--- src/design/fmld_pkg.sv ---
// Purpose: constants for modulator and lock detect configuration
// Assumes: 24-bit registers, written by the serial port logic
// Notes:   shared by the top and the testbench
// Functional notes
// - two-bit seed code picks zero, LSB, or one of two fixed 24-bit seeds
// - written seed is held; loaded only on frequency change with bit 8 set
// - bypass drops modulator output; core stays clocked while enabled
// - core enable set: calibrate on fraction write; clear: on integer write
// - core enable clear disables fractional core; set (default) enables it
// - lock after a run of in-window counts; code 0..7 maps to run lengths
// - lock detect register bit enables internal detector, default on
// - window-type bit picks digital timer when 1, the default
// - window-type 0 uses analog one-shot of about 10 ns
// - modulator register resets to its default pattern
// - lock detect register resets to its default pattern
`default_nettype none
package fmld_pkg;
    localparam logic [4:0]  ADDR_MOD_CFG   = 5'h06;
    localparam logic [4:0]  ADDR_LOCK_CTRL = 5'h07;
    localparam logic [23:0] MOD_CFG_RESET  = 24'h200B4A;
    localparam logic [23:0] LOCK_RESET     = 24'h00014D;
    // modulator configuration fields
    localparam int SEED_LSB      = 0;
    localparam int BYPASS_BIT    = 7;
    localparam int INIT_LOAD_BIT = 8;
    localparam int CORE_EN_BIT   = 11;
    // lock detect fields
    localparam int RUN_SEL_LSB   = 0;
    localparam int LD_EN_BIT     = 3;
    localparam int WIN_TYPE_BIT  = 6;
    // seed patterns
    localparam logic [23:0] SEED_ZERO = 24'h000000;
    localparam logic [23:0] SEED_LSB_V = 24'h000001;
    localparam logic [23:0] SEED_PAT_A = 24'hB29D08;
    localparam logic [23:0] SEED_PAT_B = 24'h50F1CD;
    // run lengths for codes 0..7
    localparam logic [16:0] RUN_0 = 17'h00005;
    localparam logic [16:0] RUN_1 = 17'h00020;
    localparam logic [16:0] RUN_2 = 17'h00060;
    localparam logic [16:0] RUN_3 = 17'h00100;
    localparam logic [16:0] RUN_4 = 17'h00200;
    localparam logic [16:0] RUN_5 = 17'h00800;
    localparam logic [16:0] RUN_6 = 17'h02000;
    localparam logic [16:0] RUN_7 = 17'h0FFFF;
    // analog one-shot window, for reference by the analog path
    localparam int CLK_PERIOD_NS = 10;
    localparam int ONESHOT_NS    = 10;
    localparam int ONESHOT_CYC   = (ONESHOT_NS / CLK_PERIOD_NS < 1) ? 1
                                   : ONESHOT_NS / CLK_PERIOD_NS;
endpackage
`default_nettype wire

--- src/design/fmld_top.sv ---
// Purpose: modulator and lock detect configuration registers
// Assumes: register writes and events come from same-clock serial logic
// Notes:   runs on the phase-detector clock
`timescale 1ns/1ps
`default_nettype none
module fmld_top (
    // clock and reset
    input  wire logic        core_clk,
    input  wire logic        nrst,
    // register port from serial logic
    input  wire logic        reg_wr,
    input  wire logic [4:0]  reg_addr,
    input  wire logic [23:0] reg_wdata,
    output logic      [23:0] reg_rdata_q,
    // synthesizer events
    input  wire logic        freq_change,
    input  wire logic        int_written,
    input  wire logic        frac_written,
    // modulator path
    input  wire logic [3:0]  mod_step,
    output logic      [3:0]  div_frac_step_q,
    output logic      [23:0] mod_seed_q,
    output logic             mod_seed_load_q,
    output logic             mod_clk_en_q,
    output logic             cal_start_q,
    // lock detection
    input  wire logic        cmp_valid,
    input  wire logic        dig_in_window,
    input  wire logic        analog_in_window,
    output logic             oneshot_sel_q,
    output logic             lock_q
);
    logic        rst_s1_q;
    logic        rst_n;
    logic [23:0] mod_cfg_q;
    logic [23:0] lock_ctrl_q;
    logic        ana_s1_q;
    logic        ana_s2_q;
    logic        wr_mod;
    logic        wr_lock;
    logic        core_en;
    logic        bypass;
    logic        seed_load;
    logic [1:0]  seed_code;
    logic [23:0] seed_val;
    logic [2:0]  run_code;
    logic [16:0] run_target;
    logic        win_digital;
    logic        in_window;
    logic        cal_start;
    logic [23:0] rdata;

    // reset release through two flops
    always_ff @(posedge core_clk or negedge nrst) begin
        if (!nrst) begin
            rst_s1_q <= 1'b0;
            rst_n    <= 1'b0;
        end else begin
            rst_s1_q <= 1'b1;
            rst_n    <= rst_s1_q;
        end
    end

    // analog one-shot result is asynchronous to core_clk
    always_ff @(posedge core_clk or negedge rst_n) begin
        if (!rst_n) begin
            ana_s1_q <= 1'b0;
            ana_s2_q <= 1'b0;
        end else begin
            ana_s1_q <= analog_in_window;
            ana_s2_q <= ana_s1_q;
        end
    end

    assign wr_mod  = reg_wr && reg_addr == fmld_pkg::ADDR_MOD_CFG;
    assign wr_lock = reg_wr && reg_addr == fmld_pkg::ADDR_LOCK_CTRL;

    always_ff @(posedge core_clk or negedge rst_n) begin
        if (!rst_n) begin
            mod_cfg_q   <= fmld_pkg::MOD_CFG_RESET;
            lock_ctrl_q <= fmld_pkg::LOCK_RESET;
        end else begin
            if (wr_mod)
                mod_cfg_q <= reg_wdata;
            if (wr_lock)
                lock_ctrl_q <= reg_wdata;
        end
    end

    // field decode
    assign core_en   = mod_cfg_q[fmld_pkg::CORE_EN_BIT];
    assign bypass    = mod_cfg_q[fmld_pkg::BYPASS_BIT];
    assign seed_code = mod_cfg_q[fmld_pkg::SEED_LSB +: 2];
    assign run_code  = lock_ctrl_q[fmld_pkg::RUN_SEL_LSB +: 3];
    assign win_digital = lock_ctrl_q[fmld_pkg::WIN_TYPE_BIT];

    assign seed_val = (seed_code == 2'h0) ? fmld_pkg::SEED_ZERO :
                      (seed_code == 2'h1) ? fmld_pkg::SEED_LSB_V :
                      (seed_code == 2'h2) ? fmld_pkg::SEED_PAT_A :
                                            fmld_pkg::SEED_PAT_B;
    // held seed reaches the modulator only on a qualified frequency change
    assign seed_load = freq_change &&
                       mod_cfg_q[fmld_pkg::INIT_LOAD_BIT];

    // calibration trigger follows the core enable
    assign cal_start = core_en ? frac_written : int_written;

    assign run_target = (run_code == 3'h0) ? fmld_pkg::RUN_0 :
                        (run_code == 3'h1) ? fmld_pkg::RUN_1 :
                        (run_code == 3'h2) ? fmld_pkg::RUN_2 :
                        (run_code == 3'h3) ? fmld_pkg::RUN_3 :
                        (run_code == 3'h4) ? fmld_pkg::RUN_4 :
                        (run_code == 3'h5) ? fmld_pkg::RUN_5 :
                        (run_code == 3'h6) ? fmld_pkg::RUN_6 :
                                             fmld_pkg::RUN_7;
    assign in_window = win_digital ? dig_in_window : ana_s2_q;

    assign rdata = (reg_addr == fmld_pkg::ADDR_MOD_CFG) ? mod_cfg_q :
                   (reg_addr == fmld_pkg::ADDR_LOCK_CTRL) ? lock_ctrl_q :
                   24'h000000;

    always_ff @(posedge core_clk or negedge rst_n) begin
        if (!rst_n) begin
            mod_seed_q      <= fmld_pkg::SEED_PAT_A;
            mod_seed_load_q <= 1'b0;
            div_frac_step_q <= 4'h0;
            mod_clk_en_q    <= 1'b0;
            cal_start_q     <= 1'b0;
            oneshot_sel_q   <= 1'b0;
            reg_rdata_q     <= 24'h000000;
        end else begin
            if (seed_load)
                mod_seed_q <= seed_val;
            mod_seed_load_q <= seed_load;
            // bypassed output is dropped but the core keeps clocking
            div_frac_step_q <= bypass ? 4'h0 : mod_step;
            mod_clk_en_q    <= core_en;
            cal_start_q     <= cal_start;
            oneshot_sel_q   <= !win_digital;
            reg_rdata_q     <= rdata;
        end
    end

    fmld_lock_run u_run (
        .clk           (core_clk),
        .rst_n         (rst_n),
        .enable        (lock_ctrl_q[fmld_pkg::LD_EN_BIT]),
        .target        (run_target),
        .cmp_valid     (cmp_valid),
        .cmp_in_window (in_window),
        .locked_q      (lock_q)
    );

    AST_SEED_LOAD: assert property (
        @(posedge core_clk) disable iff (!rst_n)
        seed_load |=> mod_seed_q == $past(seed_val) && mod_seed_load_q)
        else $error("seed not loaded on frequency change");
    AST_SEED_HOLD: assert property (
        @(posedge core_clk) disable iff (!rst_n)
        !seed_load |=> $stable(mod_seed_q))
        else $error("seed changed without qualified frequency change");
    AST_SEED_PAT: assert property (
        @(posedge core_clk) disable iff (!rst_n)
        seed_load && seed_code == 2'h3 |=> mod_seed_q == fmld_pkg::SEED_PAT_B)
        else $error("wrong pattern for seed code 3");
    AST_BYPASS: assert property (
        @(posedge core_clk) disable iff (!rst_n)
        bypass |=> div_frac_step_q == 4'h0 && mod_clk_en_q == $past(core_en))
        else $error("modulator output used while bypassed");
    AST_CAL_FRAC: assert property (
        @(posedge core_clk) disable iff (!rst_n)
        core_en && frac_written && !int_written |=> cal_start_q)
        else $error("calibration missed on fraction write");
    AST_CAL_INT: assert property (
        @(posedge core_clk) disable iff (!rst_n)
        !core_en && !int_written |=> !cal_start_q)
        else $error("calibration without integer write");
    AST_CORE_EN: assert property (
        @(posedge core_clk) disable iff (!rst_n)
        !core_en ##1 !core_en |-> !mod_clk_en_q)
        else $error("fractional core clocked while disabled");
    AST_MOD_RESET: assert property (
        @(posedge core_clk) disable iff (!nrst)
        $rose(rst_n) |-> mod_cfg_q == fmld_pkg::MOD_CFG_RESET)
        else $error("modulator register default wrong");
    AST_LOCK_RESET: assert property (
        @(posedge core_clk) disable iff (!nrst)
        $rose(rst_n) |-> lock_ctrl_q == fmld_pkg::LOCK_RESET)
        else $error("lock detect register default wrong");
    AST_WIN_SEL: assert property (
        @(posedge core_clk) disable iff (!rst_n)
        win_digital |=> !oneshot_sel_q)
        else $error("one-shot chosen with digital window type");
endmodule // fmld_top
`default_nettype wire

--- src/design/fmld_lock_run.sv ---
// Purpose: consecutive in-window run counter for lock detection
// Assumes: one comparison result per cmp_valid pulse
// Notes:   counter saturates at target so lock holds while in window
`timescale 1ns/1ps
`default_nettype none
module fmld_lock_run (
    // clock and reset
    input  wire logic        clk,
    input  wire logic        rst_n,
    // control
    input  wire logic        enable,
    input  wire logic [16:0] target,
    // comparisons
    input  wire logic        cmp_valid,
    input  wire logic        cmp_in_window,
    // result
    output logic             locked_q
);
    logic [16:0] cnt_q;
    logic [16:0] cnt_d;
    logic        hit;
    logic        miss;

    assign hit  = enable && cmp_valid && cmp_in_window;
    assign miss = enable && cmp_valid && !cmp_in_window;
    assign cnt_d = !enable ? 17'h00000 :
                   miss ? 17'h00000 :
                   (hit && cnt_q < target) ? cnt_q + 17'h00001 : cnt_q;

    always_ff @(posedge clk or negedge rst_n) begin
        if (!rst_n) begin
            cnt_q    <= 17'h00000;
            locked_q <= 1'b0;
        end else begin
            cnt_q    <= cnt_d;
            locked_q <= enable && (cnt_d >= target);
        end
    end

    AST_MISS_DROPS: assert property (
        @(posedge clk) disable iff (!rst_n)
        miss |=> !locked_q && cnt_q == 17'h00000)
        else $error("lock held after out-of-window count");
    AST_RUN_REACHED: assert property (
        @(posedge clk) disable iff (!rst_n)
        $rose(locked_q) |-> cnt_q == target && $past(hit))
        else $error("lock declared before run length reached");
    AST_DISABLED: assert property (
        @(posedge clk) disable iff (!rst_n)
        !enable |=> !locked_q)
        else $error("lock shown while detector disabled");
endmodule // fmld_lock_run
`default_nettype wire

--- config.mk ---
export PLATFORM = sky130hd
export DESIGN_NAME = fmld_top
export DESIGN_NICKNAME = d
export VERILOG_FILES = /design/src/design/fmld_pkg.sv /design/src/design/fmld_top.sv /design/src/design/fmld_lock_run.sv
export SDC_FILE = /design/constraint.sdc
export NUM_CORES = 1
export LEC_CHECK = 0
export BUFFER_PORTS_ARGS = -buffer_cell sky130_fd_sc_hd__buf_2
export CAP_MARGIN = 5
export CORE_ASPECT_RATIO = 0.9
export CORE_UTILIZATION = 45
export DETAILED_ROUTE_END_ITERATION = 7
export PLACE_DENSITY_LB_ADDON = 0.25
export REMOVE_ABC_BUFFERS = 1
export SLEW_MARGIN = 40
export SYNTH_ARGS = -nofsm -noshare
export SYNTH_HDL_FRONTEND = slang
export SYNTH_SLANG_ARGS = --single-unit
--- constraint.sdc ---
create_clock -name core_clk -period 3.3 [get_ports core_clk]
set_input_delay 0.165 -clock core_clk [delete_from_list [all_inputs] [get_ports core_clk]]
set_output_delay 0.165 -clock core_clk [all_outputs]
set_load 0.005 [all_outputs]
==> flow_summary.ini <==
[clock_tree]
clk_pin_slew_ns = 0.07
clk_latency_ns = 0.34
cts-root-buf = clkbuf_16
cts_tree = built
clock_path_buffers = 2
cts_made_buffers = 9
cts.sinks = 106
cts_max_level = 3

[critical_path]
cp-start-kind = register
crit_type = reg -> reg
arrival_ns = 4.63
cp-end-kind = register
cp_data_required_time_ns = 3.53
cp_max_fo = 6

[logic_synthesis]
synth_seq_cells = 106
yosysTopAreaCellShare = 0.448
async_reset_ff_frac = 1.00
synthFlopType = dfrtp_1
synth_fa_ha_area_frac = 0.0780
synthMuxAreaShare = 0.161
synth-xor-area-share = 0.00682
yosysTopAreaCell = dfrtp_1
avgSynthCellArea_um2 = 11.9
ys_top_cells_by_area = dfrtp_1, mux2_2, ha_1, dfstp_2, mux2i_1
seq_area_frac_synth = 0.520
netlist_instances = 433
synth_compound_area_frac = 0.0734
synth_edf_count = 0
yosysWarnings = 0
synth_top_family_by_area = multiplexers
synth_area_mm2 = 0.00513
synthDistinctLibCells = 48
yosys.area_share.simple = 0.108

[floorplanning]
die_area_mm2 = 0.0118
core_area_mm2 = 0.0109
fp-row-count = 36
boundaryPins = 99
die_y_um = 103
start_util = 0.469
dieWidth_um = 115

[timing]
fmax_mhz = 227
tightestPinTransition_ns = 0.646
rsz0062_at_grt = yes
slew_violations = 0
fin_crit_ns = 4.40
period_share = 1.33
skew_ns = 0.00561
timing.final.ws_setup_ns = -1.10
final_hold_viol_count = 0
slew_headroom = 0.570
setup_viol = 3

[routing]
first_pass_iters = 4
vias_per_cell = 5.34
wl_per_cell_um = 16.4
first_iter_violations = 130
wl_um = 12200
vias = 3970
route.detailed.drc = 0
drt.antenna.violating_nets = 0

[outcome]
violations = setup timing
run_status = complete, but fails checks

[finish]
area_growth_pct = 32.6
diodes = 0
fin_cells = 744
drive_above_1_share = 0.498
utilization = 0.622
nets = 661

[grt]
grt_pass1_wl_um = 18600
grt_pass1_vias = 3909
antenna_found_initial = 0
grt-ovfl-total = 0
grt_start_max_net_pins = 51
grt_usage = 0.207

[pwr]
p_leak_uw = 0.00335
power.internal_uw = 2460
peakVddDrop_mv = 0.361
p_switching_uw = 942
pwr-share-comb = 0.242
share_seq_of_total_power = 0.466
switching_share = 0.277
clockPowerShare = 0.292
powerDensity_mw_per_mm2 = 500

[placed_design]
io_buffers = 91
place_congestion = 0.835
dp_cells = 708
hpwl_um = 8230

[job]
drv_cap = 0

[min_path]
hp-class = in -> reg
[critical path, cell delays in order, from the launching register on]
cell	delay, ns
dfstp_2	0.57
buf_6	0.11
xnor2_2	0.10
nand2_2	0.11
ha_4	0.23
a21o_1	0.16
a221o_1	0.37
a211oi_4	0.33
buf_4	0.18
o211ai_4	0.12
or3_1	0.39
a21oi_2	0.20
ha_1	0.26
nand3_1	0.08
nand2_1	0.07
a2111oi_2	0.35
a31oi_1	0.13
or3_1	0.39
a21o_1	0.16
[state kept, by name, indices dropped and copies added (netlist names), 4 cells and up]
signal / cells
mod_seed_q: 4
mod_cfg_q: 24
u_run.cnt_q: 17
div_frac_step_q: 4
lock_ctrl_q: 24
reg_rdata_q: 24
[cells in the final DEF (no fill, tap or decap), types with 7 or more instances in the layout]
cell        n
ha_1       28
inv_1       8
buf_2      92
mux2i_1    25
or3_1       8
buf_6      10
dfrtp_1    91
clkbuf_16   9
nand3_1    13
a21oi_2     9
dfstp_2    14
nand2_1    18
conb_1      8
o21ai_0    11
a21oi_1     7
mux2_2     51
nor2_1     30
buf_4      68
[Yosys cell counts, drive strengths merged, types with 2 or more instances]
| cell | instances |
|---|---|
| a211oi | 3 |
| a21o | 3 |
| a21oi | 19 |
| and3 | 4 |
| and4 | 2 |
| buf | 24 |
| clkbuf | 13 |
| conb | 2 |
| dfrtp | 92 |
| dfstp | 14 |
| ha | 32 |
| inv | 9 |
| mux2 | 51 |
| mux2i | 25 |
| nand2 | 20 |
| nand3 | 14 |
| nand4 | 5 |
| nand4b | 2 |
| nor2 | 31 |
| nor2b | 6 |
| nor3 | 4 |
| o211ai | 3 |
| o21ai | 14 |
| o31ai | 7 |
| or3 | 10 |
| or4 | 4 |
| xnor2 | 3 |
[repair_timing]
item                                    in CTS  in global routing
hold buffers                                 2                  0
endpoints found under the setup margin       2                  7
endpoints found under the hold margin        3                  0
buffers inserted                            10                  7
resized for setup                           43                 22
pin swaps                                   20                 21
gates cloned                                 2                  0
[worst paths after layout]
kind | startpoint | endpoint | slack [ns] | cells past startpoint
max | lock_ctrl_q[2] | u_run.locked_q | -1.10 | 18
min | mod_step[0] | div_frac_step_q[0] | 0.04 | 2
max reg2reg | lock_ctrl_q[2] | u_run.locked_q | -1.10 | 18
min reg2reg | rst_n | div_frac_step_q[1] | 0.35 | 0
max in group asynchronous | rst_n | mod_cfg_q[3] | 2.16 | 1
min in group asynchronous | nrst | rst_s1_q | 0.13 | 2
[layout make-up]
cell class | count | area (µm²)
fillers | 872 | 4140
inverters | 9 | 33.8
clock inverters | 4 | 36.3
clock buffers | 12 | 236
well taps | 152 | 190
multi-input cells | 288 | 2510
repair buffers | 173 | 1120
flip-flops and latches | 106 | 2670
[power by group through the flow]
stage / combinational (µW) / sequential [µW] / clock [µW]
final: 823 / 1590 / 994
after floorplan: 327 / 1620 / 0
after global placement: 644 / 1600 / 0
after global routing: 902 / 1610 / 1060
after detailed placement: 660 / 1620 / 0
after CTS: 770 / 1590 / 1020
[cell families (layout without fill, tap and decap cells)]
| kind of cell | after synthesis | in the layout |
|---|---|---|
| buf+inv | 46 | 198 |
| xor+xnor | 4 | 4 |
| flops | 106 | 106 |
| mux | 76 | 76 |
| other cells | 2 | 8 |
| fa+ha+maj | 32 | 32 |
| compound gates | 59 | 60 |
| simple gates | 108 | 108 |
[through the flow]
step / setup TNS (ns) / setup WS, ns / cell area (µm²) / hold WS (ns) / power [µW]
after global placement: -1.06 / -1.06 / 6060 / -0.0487 / 2250
after detailed placement: -1.18 / -1.18 / 6060 / -0.0462 / 2280
after global routing: -1.66 / -1.27 / 6810 / 0.0558 / 3570
after CTS: -0.945 / -0.945 / 6650 / 0.0266 / 3380
after floorplan: -1.20 / -1.20 / 4920 / -0.131 / 1950
final: -1.17 / -1.10 / 6810 / 0.0384 / 3400
[layer usage]
metal,up-vias,share of wire,GRT usage
li1,1831,-,-
met1,1986,0.42,0.255
met2,134,0.51,0.359
met3,19,0.058,0.0466
met4,0,0.016,0.0789
met5,-,0,0
Power figures use the tool's default switching activity.
